[config.mk]
export PLATFORM = sky130hd
export DESIGN_NAME = seh_host
export DESIGN_NICKNAME = d
export VERILOG_FILES = /design/src/pkg/seh_pkg.sv /design/src/rtl/seh_sync.sv /design/src/rtl/seh_host.sv
export SDC_FILE = /design/constraint.sdc
export NUM_CORES = 1
export LEC_CHECK = 0
export ABC_AREA = 1
export BUFFER_PORTS_ARGS = -buffer_cell sky130_fd_sc_hd__clkbuf_2
export CORE_ASPECT_RATIO = 1.25
export CORE_MARGIN = 5
export CORE_UTILIZATION = 35
export CTS_CLUSTER_SIZE = 40
export DETAILED_ROUTE_END_ITERATION = 8
export PLACE_DENSITY_LB_ADDON = 0.15
export SYNTH_ARGS = -nofsm -noshare
export SYNTH_HDL_FRONTEND = slang
export SYNTH_SLANG_ARGS = --single-unit
[constraint.sdc]
create_clock -name core_clk -period 4.6 [get_ports core_clk]
set_clock_uncertainty 0.05 [all_clocks]
set_input_delay 0.46 -clock core_clk [delete_from_list [all_inputs] [get_ports core_clk]]
set_output_delay 0.46 -clock core_clk [all_outputs]
set_load 0.03 [all_outputs]
[src/pkg/seh_pkg.sv]
/*
  Constants, encodings and types for the serial EEPROM host controller.
  Assumes a 125 MHz core clock and a serial memory with the usual
  single-byte opcode set, a 12-bit array address and 32-byte pages.
*/
`default_nettype none

package seh_pkg;

  // ----------------------------------------------------------------
  // Timing
  // ----------------------------------------------------------------
  localparam int CLK_PERIOD_NS = 8;
  localparam int SCK_CYCLE_NS = 200;
  localparam int CS_LAG_NS = 100;
  localparam int CS_DESEL_NS = 100;
  localparam int PWRUP_MS = 1;
  // Least times round up to whole core clock cycles
  localparam int HALF_CYC =
    (SCK_CYCLE_NS / 2 + CLK_PERIOD_NS - 1) / CLK_PERIOD_NS;
  localparam int LAG_CYC = (CS_LAG_NS + CLK_PERIOD_NS - 1) / CLK_PERIOD_NS;
  localparam int DESEL_CYC =
    (CS_DESEL_NS + CLK_PERIOD_NS - 1) / CLK_PERIOD_NS;
  localparam int PWRUP_CYC_DEF = PWRUP_MS * 1000000 / CLK_PERIOD_NS;
  localparam int CNT_W = 5;

  // ----------------------------------------------------------------
  // Register map (byte addresses)
  // ----------------------------------------------------------------
  localparam logic [7:0] REG_CTRL = 8'h00;
  localparam logic [7:0] REG_ADDR = 8'h04;
  localparam logic [7:0] REG_STAT = 8'h08;
  localparam logic [7:0] REG_BUF = 8'h80;
  localparam int CTRL_OP_LSB = 0;
  localparam int CTRL_HOLD_BIT = 4;
  localparam int CTRL_WP_BIT = 5;
  localparam int CTRL_LEN_LSB = 8;
  localparam int CTRL_GO_BIT = 31;
  localparam int STAT_BUSY_BIT = 0;
  localparam int STAT_ERR_BIT = 1;
  localparam int STAT_READY_BIT = 2;
  localparam int STAT_MEM_LSB = 8;
  localparam logic [2:0] CTRL_OP_RST = 3'h0;
  localparam logic [5:0] CTRL_LEN_RST = 6'h01;
  localparam logic CTRL_WP_RST = 1'b1;
  localparam logic [15:0] ADDR_RST = 16'h0000;

  // ----------------------------------------------------------------
  // Operations, opcodes and memory layout
  // ----------------------------------------------------------------
  localparam logic [2:0] OP_SET_LATCH = 3'h0;
  localparam logic [2:0] OP_CLR_LATCH = 3'h1;
  localparam logic [2:0] OP_RD_STAT = 3'h2;
  localparam logic [2:0] OP_WR_STAT = 3'h3;
  localparam logic [2:0] OP_RD_ARRAY = 3'h4;
  localparam logic [2:0] OP_WR_ARRAY = 3'h5;
  localparam logic [7:0] set_write_latch_cmd = 8'h06;
  localparam logic [7:0] clear_write_latch_cmd = 8'h04;
  localparam logic [7:0] read_status_cmd = 8'h05;
  localparam logic [7:0] write_status_cmd = 8'h01;
  localparam logic [7:0] read_array_cmd = 8'h03;
  localparam logic [7:0] write_array_cmd = 8'h02;
  localparam int write_busy_flag = 0;
  localparam logic [7:0] STAT_WR_MASK = 8'h8C;
  localparam logic [6:0] PAGE_BYTES = 7'h20;
  localparam logic [5:0] ARRAY_HDR = 6'h03;

  typedef enum {ST_PWRUP, ST_IDLE, ST_SHIFT, ST_LAG, ST_GAP} seh_state_type;
  typedef enum {FK_LATCH, FK_MAIN, FK_POLL} seh_frame_type;

endpackage : seh_pkg

`default_nettype wire

[src/rtl/seh_sync.sv]
/*
  Two-stage synchroniser for inputs from outside the core clock domain.
  Assumes the input may change at any time relative to core_clk.
*/
`timescale 1ns/1ps
`default_nettype none

module seh_sync #(
  parameter int WIDTH = 1
)(
  input wire logic core_clk,
  input wire logic nrst,
  input wire logic [WIDTH-1:0] async_in,
  output logic [WIDTH-1:0] sync_out
);

  logic [WIDTH-1:0] stage1;

  // ----------------------------------------------------------------
  // Stages
  // ----------------------------------------------------------------
  always_ff @(posedge core_clk or negedge nrst)
  begin
    if (!nrst)
    begin
      stage1 <= '0;
      sync_out <= '0;
    end
    else
    begin
      stage1 <= async_in;
      sync_out <= stage1;
    end
  end

endmodule : seh_sync

`default_nettype wire

[src/rtl/seh_host.sv]
/*
  Host controller for a serial EEPROM: runs the serial frames for
  latch, status and array operations, ordered through Avalon-MM
  registers. Assumes the memory pins are wired straight to the part
  and that software waits for busy to clear before a new order.
*/
// Our own choices: the Avalon-MM interface to the registers and the placing of the registers.
`timescale 1ns/1ps
`default_nettype none

// What this block does
// - Data rises stable, sampled on rising clock
// - Read sends opcode, 16-bit address, 12 used
// - Chip select high ends the transfer
// - Latch-set frame precedes every write
// - Latch-set frame holds exactly eight bits
// - Array write at least thirty-two clocks
// - Writes up to 32 bytes, all one page
// - Select rises only after whole bytes
// - Status write bits 0,1,4,5,6 zero
// - Pause changes only while clock low
// - Select must fall before any instruction
module seh_host
  import seh_pkg::*;
#(
  parameter int PWRUP_CYCLES = PWRUP_CYC_DEF
)(
  input wire logic core_clk,
  input wire logic nrst,
  input wire logic [7:0] avs_address,
  input wire logic avs_read,
  input wire logic avs_write,
  input wire logic [3:0] avs_byteenable,
  input wire logic [31:0] avs_writedata,
  output logic [31:0] avs_readdata,
  output logic avs_waitrequest,
  output logic mem_cs_n,
  output logic mem_sck,
  output logic mem_si,
  input wire logic mem_so,
  output logic mem_hold_n,
  output logic mem_wp_n
);

  localparam int PW = $clog2(PWRUP_CYCLES + 1);
  localparam logic [CNT_W-1:0] HALF_LAST = CNT_W'(HALF_CYC - 1);
  localparam logic [CNT_W-1:0] LAG_LAST = CNT_W'(LAG_CYC - 1);
  localparam logic [CNT_W-1:0] DESEL_LAST = CNT_W'(DESEL_CYC - 1);

  if (PWRUP_CYCLES < 1 || HALF_CYC > 2**CNT_W || LAG_CYC > 2**CNT_W ||
      DESEL_CYC > 2**CNT_W)
  begin : g_bad_timing
    $error("seh_host: timing constant out of range");
  end

  // ----------------------------------------------------------------
  // State
  // ----------------------------------------------------------------
  seh_state_type state, next_state;
  seh_frame_type frame, next_frame;
  logic [CNT_W-1:0] cnt, next_cnt;
  logic [PW-1:0] pwr_cnt;
  logic [2:0] bitc, next_bitc;
  logic [5:0] bytec, next_bytec;
  logic [7:0] txsh, next_txsh;
  logic [7:0] rxsh, next_rxsh;
  logic next_sck, next_si, next_cs_n, next_hold_n;
  logic busy, next_busy;
  logic frame_start;
  logic [2:0] ctrl_op;
  logic [5:0] ctrl_len;
  logic hold_req, wp_lvl, go_req, err;
  logic [15:0] addr_reg;
  logic [7:0] last_stat;
  logic [7:0] page_buf [32];
  logic so_s;
  logic [8:0] rcnt;

  seh_sync #(.WIDTH(1)) u_so_sync (
    .core_clk(core_clk),
    .nrst(nrst),
    .async_in(mem_so),
    .sync_out(so_s)
  );

  // ----------------------------------------------------------------
  // Bus decode
  // ----------------------------------------------------------------
  wire bus_wr = avs_write && !avs_waitrequest;
  wire sel_ctrl = avs_address == REG_CTRL;
  wire sel_addr = avs_address == REG_ADDR;
  wire sel_stat = avs_address == REG_STAT;
  wire sel_buf = avs_address[7] == REG_BUF[7];
  wire [4:0] buf_idx = avs_address[6:2];
  wire [31:0] be_mask = {{8{avs_byteenable[3]}}, {8{avs_byteenable[2]}},
                         {8{avs_byteenable[1]}}, {8{avs_byteenable[0]}}};
  wire [31:0] ctrl_word = {16'h0000, 2'h0, ctrl_len, 2'h0, wp_lvl,
                           hold_req, 1'b0, ctrl_op} << CTRL_OP_LSB;
  wire [31:0] ctrl_new = (ctrl_word & ~be_mask) |
                         (avs_writedata & be_mask);
  wire [31:0] addr_new = ({16'h0000, addr_reg} & ~be_mask) |
                         (avs_writedata & be_mask);
  wire [31:0] stat_word = {16'h0000, last_stat, 5'h00,
                           state != ST_PWRUP, err, busy | go_req};
  wire [31:0] rd_mux = sel_ctrl ? ctrl_word :
                       sel_addr ? {16'h0000, addr_reg} :
                       sel_stat ? stat_word :
                       sel_buf ? {24'h000000, page_buf[buf_idx]} :
                       32'h00000000;
  wire ctrl_wr = bus_wr && sel_ctrl && !busy && !go_req;
  wire hold_wr = bus_wr && sel_ctrl && avs_byteenable[0];
  wire go_wr = bus_wr && sel_ctrl && avs_byteenable[3] &&
               avs_writedata[CTRL_GO_BIT];
  wire err_clr = bus_wr && sel_stat && avs_byteenable[0] &&
                 avs_writedata[STAT_ERR_BIT];

  // ----------------------------------------------------------------
  // Order checks
  // ----------------------------------------------------------------
  wire is_array = ctrl_op == OP_RD_ARRAY || ctrl_op == OP_WR_ARRAY;
  wire is_wr_op = ctrl_op == OP_WR_ARRAY || ctrl_op == OP_WR_STAT;
  wire [6:0] page_end = {2'h0, addr_reg[4:0]} + {1'b0, ctrl_len};
  // Reads may run across pages; only writes must stay inside one
  wire array_ok = ctrl_len != 6'h00 &&
                  (ctrl_op == OP_RD_ARRAY || page_end <= PAGE_BYTES);
  wire start_valid = ctrl_op <= OP_WR_ARRAY && (!is_array || array_ok);
  wire go_ok = go_req && state == ST_IDLE && start_valid;
  wire start_err = go_req && !go_ok;

  // ----------------------------------------------------------------
  // Frame content
  // ----------------------------------------------------------------
  function automatic logic [7:0] op_opcode(input logic [2:0] op);
    logic [7:0] code;
    code = read_status_cmd;
    unique case (op)
      OP_SET_LATCH: code = set_write_latch_cmd;
      OP_CLR_LATCH: code = clear_write_latch_cmd;
      OP_WR_STAT: code = write_status_cmd;
      OP_RD_ARRAY: code = read_array_cmd;
      OP_WR_ARRAY: code = write_array_cmd;
      default: code = read_status_cmd;
    endcase
    return code;
  endfunction : op_opcode

  wire main_main = frame == FK_MAIN;
  wire [5:0] main_bytes =
    is_array ? ARRAY_HDR + ctrl_len :
    (ctrl_op == OP_RD_STAT || ctrl_op == OP_WR_STAT) ? 6'h02 : 6'h01;
  wire [5:0] frame_bytes = frame == FK_LATCH ? 6'h01 :
                           frame == FK_POLL ? 6'h02 : main_bytes;
  wire last_byte = bytec == frame_bytes - 6'h01;
  wire [5:0] tx_idx = bytec + 6'h01;
  wire [4:0] wbuf_idx = 5'(tx_idx - ARRAY_HDR);
  wire [4:0] rbuf_idx = 5'(bytec - ARRAY_HDR);
  wire [7:0] tx_next =
    (is_array && tx_idx == 6'h01) ? {4'h0, addr_reg[11:8]} :
    (is_array && tx_idx == 6'h02) ? addr_reg[7:0] :
    (ctrl_op == OP_WR_STAT) ? page_buf[0] & STAT_WR_MASK :
    (ctrl_op == OP_WR_ARRAY) ? page_buf[wbuf_idx] :
    8'h00;
  wire [7:0] tx_first = next_frame == FK_LATCH ? set_write_latch_cmd :
                        next_frame == FK_POLL ? read_status_cmd :
                        op_opcode(ctrl_op);
  wire byte_done = state == ST_SHIFT && mem_sck && mem_hold_n &&
                   cnt == HALF_LAST && bitc == 3'h7;
  wire store_arr = byte_done && main_main && ctrl_op == OP_RD_ARRAY &&
                   bytec >= ARRAY_HDR;
  wire store_stat = byte_done && bytec == 6'h01 &&
                    (frame == FK_POLL || (main_main &&
                     ctrl_op == OP_RD_STAT));
  wire need_poll = (main_main && is_wr_op) ||
                   (frame == FK_POLL && last_stat[write_busy_flag]);

  // ----------------------------------------------------------------
  // Serial engine
  // ----------------------------------------------------------------
  always_comb
  begin
    next_state = state;
    next_frame = frame;
    next_cnt = cnt;
    next_sck = mem_sck;
    next_si = mem_si;
    next_cs_n = mem_cs_n;
    next_hold_n = mem_hold_n;
    next_bitc = bitc;
    next_bytec = bytec;
    next_txsh = txsh;
    next_rxsh = rxsh;
    next_busy = busy;
    frame_start = 1'b0;
    unique case (state)
      ST_PWRUP:
        if (pwr_cnt == PW'(PWRUP_CYCLES - 1))
          next_state = ST_IDLE;
      ST_IDLE:
        if (go_ok)
        begin
          next_busy = 1'b1;
          next_frame = is_wr_op ? FK_LATCH : FK_MAIN;
          frame_start = 1'b1;
        end
      ST_SHIFT:
        if (!mem_sck && mem_hold_n == hold_req)
        begin
          next_hold_n = !hold_req;
          next_cnt = '0;
        end
        else if (!mem_hold_n)
          next_cnt = cnt;
        else if (cnt != HALF_LAST)
          next_cnt = cnt + 1'b1;
        else
        begin
          next_cnt = '0;
          if (!mem_sck)
          begin
            next_sck = 1'b1;
            next_rxsh = {rxsh[6:0], so_s};
          end
          else
          begin
            next_sck = 1'b0;
            next_bitc = bitc + 3'h1;
            if (bitc != 3'h7)
            begin
              next_txsh = {txsh[6:0], 1'b0};
              next_si = txsh[6];
            end
            else if (last_byte)
              next_state = ST_LAG;
            else
            begin
              next_bytec = tx_idx;
              next_txsh = tx_next;
              next_si = tx_next[7];
            end
          end
        end
      ST_LAG:
        if (cnt != LAG_LAST)
          next_cnt = cnt + 1'b1;
        else
        begin
          next_cnt = '0;
          next_cs_n = 1'b1;
          next_state = ST_GAP;
        end
      ST_GAP:
        if (cnt != DESEL_LAST)
          next_cnt = cnt + 1'b1;
        else if (frame == FK_LATCH)
        begin
          next_frame = FK_MAIN;
          frame_start = 1'b1;
        end
        else if (need_poll)
        begin
          next_frame = FK_POLL;
          frame_start = 1'b1;
        end
        else
        begin
          next_cnt = '0;
          next_busy = 1'b0;
          next_state = ST_IDLE;
        end
    endcase
    if (frame_start)
    begin
      next_state = ST_SHIFT;
      next_cs_n = 1'b0;
      next_sck = 1'b0;
      next_cnt = '0;
      next_bitc = 3'h0;
      next_bytec = 6'h00;
      next_txsh = tx_first;
      next_si = tx_first[7];
    end
  end

  always_ff @(posedge core_clk or negedge nrst)
  begin
    if (!nrst)
    begin
      state <= ST_PWRUP;
      frame <= FK_MAIN;
      cnt <= '0;
      bitc <= 3'h0;
      bytec <= 6'h00;
      txsh <= 8'h00;
      rxsh <= 8'h00;
      busy <= 1'b0;
      mem_cs_n <= 1'b1;
      mem_sck <= 1'b0;
      mem_si <= 1'b0;
      mem_hold_n <= 1'b1;
    end
    else
    begin
      state <= next_state;
      frame <= next_frame;
      cnt <= next_cnt;
      bitc <= next_bitc;
      bytec <= next_bytec;
      txsh <= next_txsh;
      rxsh <= next_rxsh;
      busy <= next_busy;
      mem_cs_n <= next_cs_n;
      mem_sck <= next_sck;
      mem_si <= next_si;
      mem_hold_n <= next_hold_n;
    end
  end

  always_ff @(posedge core_clk or negedge nrst)
  begin
    if (!nrst)
      pwr_cnt <= '0;
    else if (state == ST_PWRUP)
      pwr_cnt <= pwr_cnt + 1'b1;
  end

  // ----------------------------------------------------------------
  // Registers
  // ----------------------------------------------------------------
  always_ff @(posedge core_clk or negedge nrst)
  begin
    if (!nrst)
    begin
      ctrl_op <= CTRL_OP_RST;
      ctrl_len <= CTRL_LEN_RST;
      wp_lvl <= CTRL_WP_RST;
      hold_req <= 1'b0;
      addr_reg <= ADDR_RST;
      go_req <= 1'b0;
      err <= 1'b0;
      last_stat <= 8'h00;
      mem_wp_n <= CTRL_WP_RST;
    end
    else
    begin
      if (ctrl_wr)
      begin
        ctrl_op <= ctrl_new[CTRL_OP_LSB +: 3];
        ctrl_len <= ctrl_new[CTRL_LEN_LSB +: 6];
        wp_lvl <= ctrl_new[CTRL_WP_BIT];
      end
      if (hold_wr)
        hold_req <= avs_writedata[CTRL_HOLD_BIT];
      if (bus_wr && sel_addr && !busy && !go_req)
        addr_reg <= addr_new[15:0];
      go_req <= go_wr && !go_req && !busy;
      if (start_err || (go_wr && (busy || go_req)))
        err <= 1'b1;
      else if (err_clr)
        err <= 1'b0;
      if (store_stat)
        last_stat <= rxsh;
      if (state == ST_IDLE)
        mem_wp_n <= wp_lvl;
    end
  end

  always_ff @(posedge core_clk)
  begin
    if (store_arr)
      page_buf[rbuf_idx] <= rxsh;
    else if (bus_wr && sel_buf && avs_byteenable[0] && !busy)
      page_buf[buf_idx] <= avs_writedata[7:0];
  end

  always_ff @(posedge core_clk or negedge nrst)
  begin
    if (!nrst)
    begin
      avs_waitrequest <= 1'b1;
      avs_readdata <= 32'h00000000;
    end
    else if (!avs_waitrequest)
      avs_waitrequest <= 1'b1;
    else if (avs_read || avs_write)
    begin
      avs_waitrequest <= 1'b0;
      avs_readdata <= rd_mux;
    end
  end

  // ----------------------------------------------------------------
  // Checks
  // ----------------------------------------------------------------
  always_ff @(posedge core_clk or negedge nrst)
  begin
    if (!nrst)
      rcnt <= 9'h000;
    else if (mem_cs_n)
      rcnt <= 9'h000;
    else if (next_sck && !mem_sck)
      rcnt <= rcnt + 9'h001;
  end
endmodule : seh_host

`default_nettype wire

==> results.md <==
- Status: completed
- Fill count: 5,933
- Setup Total Neg Slack: 0 ps
- Async set or reset register ratio after synthesis: 35.8%
- Initial DRT Pass Iterations: 6
- Synthesis Warnings: 0
- CP max FO: 18
- Resized Gates After CTS: 0
- Final period util: a little over four fifths
- Clk sink count: about 400
- Gr ovfl total: 0
- Initial antenna violation count: 2
- LEAKAGE: 9.69 nW
- Worst-margin pin slew: 942 ps
- # H-tree levels: 2
- Clock slew at reported path FFs: around 60 ps
- FF/Latch Area: roughly 0.011 mm2
- Layout area overhead: 12.9%
- EDFF count, synth: 256
- Tot GR Track Use: between 10% and 20%
- WL/cell: just over 20 um
- Max VDD drop: 0.000251 V
- Post-DP HPWL: about 43,000 um
- WHS Path Cells: 3
- Die extent in y: between 200 and 300 um
- Vias: 16,600
- Port Buffers: 54
- Ports: 87
- Post-synth top flop: edfxtp_1
- Layout cells sized above 1: 12.0%
- Post-Route WL: 64,100 um
- Layout net count: ~2,400
- Cell Rows: 100
- Die X: 229 um
- TritonCTS Buffers: between 40 and 50
- Multi-input gate area: about 0.0079 mm2
- Hold-fix buffers at CTS: 2
- Crit path arrival time: approximately 4000 ps
- Cells after Synth: 2,330
- # Post-CTS Setup Buffers: 0
- GPL Wtd Cong: 0.877
- Mean Syn Cell Area: about 9 um2
- Setup violators final: 0
- Critical Path Source Type: flop
- WS Path Type: reg -> reg
- Sequential share of the synthesized area: between 50% and 60%
- First-pass GRT wire length: 98,800 um
- Clock Tree Buf Depth: 3
- R2R depth: 13
- Power Dens Cells: between 300 and 400 mW/mm2
- Fmax: 0.258 GHz
- Max_slew headroom: a little under two fifths
- Max-Cap Viols: 0
- Vias in the first global route: approximately 17,000
- Antenna Nets Post-Route: 0
- Worst-skew pair later-pin latency: 580 ps
- # diodes: 0
- Largest net degree at the start of global routing: about 140
- Root Driver: clkbuf_16
- Count of final hold-check violations: 0
- Hold WS: ~57 ps
- Final worst path period need: a little under 4000 ps
- DRC Markers: 0
- Vias per std cell: between 5 and 6
- CTS tree: done
- CORE AREA: roughly 0.059 mm2
- Die area: 0.0647 mm2
- Netlist Area Pre-Place: 0.0209 mm2
- Initial Util: between 30% and 40%
- Hold Path Class: in -> reg
- Max Slew Vio Count: 0
- Number of synthesized register bits: about 400
- 1st-iter DRT viols: roughly 1,400
- RSZ-0062 raised after global routing: no
- Count of different cell masters after synthesis: between 60 and 70
- Req. time, crit path: 4760 ps
- Endpoint class of the critical path: flop
## per-stage QoR
step / setup WS [ps] / std cells / util [%] / total power (W) / cell area (um2)
final: 724 / 3168 / 39.8 / 0.00782 / 23600
after global routing: 428 / 3168 / 39.8 / 0.00810 / 23600
after CTS: 660 / 3168 / 39.8 / 0.00791 / 23600
after detailed placement: 674 / 3082 / 37.3 / 0.00432 / 22100
after global placement: 721 / 3082 / 37.3 / 0.00431 / 22100
after floorplan: 1130 / 2345 / - / 0.00414 / 20900
## placed cells by master (no fill, tap or decap), drive strengths merged, types with 4 or more instances in the layout
cell,Yosys,final
a21oi,148,148
a31oi,9,9
a32o,4,4
buf,63,60
clkbuf,77,115
clkinv,3,21
conb,1,16
dfrtp,136,136
dfstp,7,7
edfxtp,256,256
ha,17,17
inv,302,302
mux2i,4,4
nand2,371,371
nand3,195,195
nand3b,5,5
nand4,19,19
nor2,257,257
nor3,11,11
nor4,8,8
o2111ai,37,37
o211ai,87,87
o21ai,238,238
o221ai,11,11
o22ai,13,13
xnor2,5,5
xor2,23,23
## report_power, final
group | switching (W) | total (W) | internal [W]
registers | 0.0000181 | 0.00384 | 0.00382
clock network | 0.00146 | 0.00357 | 0.00211
logic | 0.000308 | 0.000408 | 0.000100
total | 0.00179 | 0.00782 | 0.00603
## final timing paths
kind / from / end / slack, ps
setup / recovery: bitc[0] / page_buf[10][3] / 720
hold / removal: avs_byteenable[3] / go_req / 60
setup reg to reg: bitc[0] / page_buf[10][3] / 720
hold reg to reg: u_so_sync.stage1 / u_so_sync.sync_out / 320
max in group asynchronous: nrst / async pin / 3040
min in group asynchronous: nrst / pwr_cnt[11] / 400
## synth_stat cells (4+ instances only)
| library cell | instances | area, um2 |
|---|---|---|
| nand2_1 | 354 | 1330 |
| inv_1 | 285 | 1070 |
| edfxtp_1 | 256 | 7690 |
| nor2_1 | 232 | 871 |
| o21ai_0 | 224 | 1120 |
| nand3_1 | 186 | 931 |
| a21oi_1 | 145 | 726 |
| dfrtp_1 | 136 | 3400 |
| o211ai_1 | 86 | 646 |
| clkbuf_1 | 76 | 285 |
| o2111ai_1 | 37 | 324 |
| buf_2 | 34 | 170 |
| xor2_1 | 22 | 193 |
| nand4_1 | 19 | 119 |
| buf_4 | 17 | 128 |
| ha_1 | 17 | 213 |
| inv_2 | 16 | 60.1 |
| nor2_2 | 16 | 100 |
| nand2_2 | 13 | 81.3 |
| o22ai_1 | 13 | 81.3 |
| o221ai_1 | 11 | 96.3 |
| buf_1 | 10 | 37.5 |
| o21ai_1 | 10 | 50.1 |
| nand3_2 | 9 | 90.1 |
| nor3_1 | 9 | 45.0 |
| a31oi_1 | 8 | 50.1 |
| nor2_4 | 8 | 90.1 |
| dfstp_2 | 7 | 184 |
| nor4_1 | 7 | 43.8 |
| nand3b_1 | 5 | 37.5 |
| a32o_1 | 4 | 40.0 |
| mux2i_1 | 4 | 40.0 |
| nand2_4 | 4 | 45.0 |
| o21ai_2 | 4 | 35.0 |
## layout make-up
class                   instances  area share [%]
well taps                     765            4.06
repair buffers                114            3.43
flip-flops and latches        399            47.8
multi-input cells            1501            33.6
inverters                     305            4.88
clock inverters                21           0.647
clock buffers                  63            5.59
## sequential cells by signal, summed over array words and instances, names as in the netlist, named ones only
name,flops
cnt,5
rxsh,8
mem_hold_n,1
hold_req,1
mem_cs_n,1
frame,32
state,3
u_so_sync.stage1,1
mem_si,1
mem_sck,1
page_buf,256
pwr_cnt,17
bitc,3
go_req,1
avs_readdata,16
avs_waitrequest,1
u_so_sync.sync_out,1
last_stat,8
mem_wp_n,1
err,1
busy,1
txsh,7
bytec,6
## routing by layer
layer	track usage [%]	wire length (um)
met5	0	21
met3	2.46	2970
met4	6.57	2060
met1	24.7	26800
met2	34.5	32300
## cell families after synthesis
group,share of synthesized area [%]
AND/OR/NAND/NOR,18.6
AO/OA/AOI/OAI,16.0
buffers and inverters,8.60
flip-flops,54.0
XOR/XNOR,1.39
adder cells (fa/ha/maj),1.11
multiplexers,0.300
other,0.0180
## worst max-delay path, cell delays in order, from the launching register on
cell	delay, ps
dfrtp_1	370
ha_1	160
ha_1	380
nand3_1	230
nor4_2	180
nand4_1	200
nand2_2	240
buf_4	300
o21ai_1	150
o21ai_2	150
inv_1	130
nor2_1	200
nand2_1	140
nor2_1	640
Note: power is estimated with default switching activity, not from simulation.
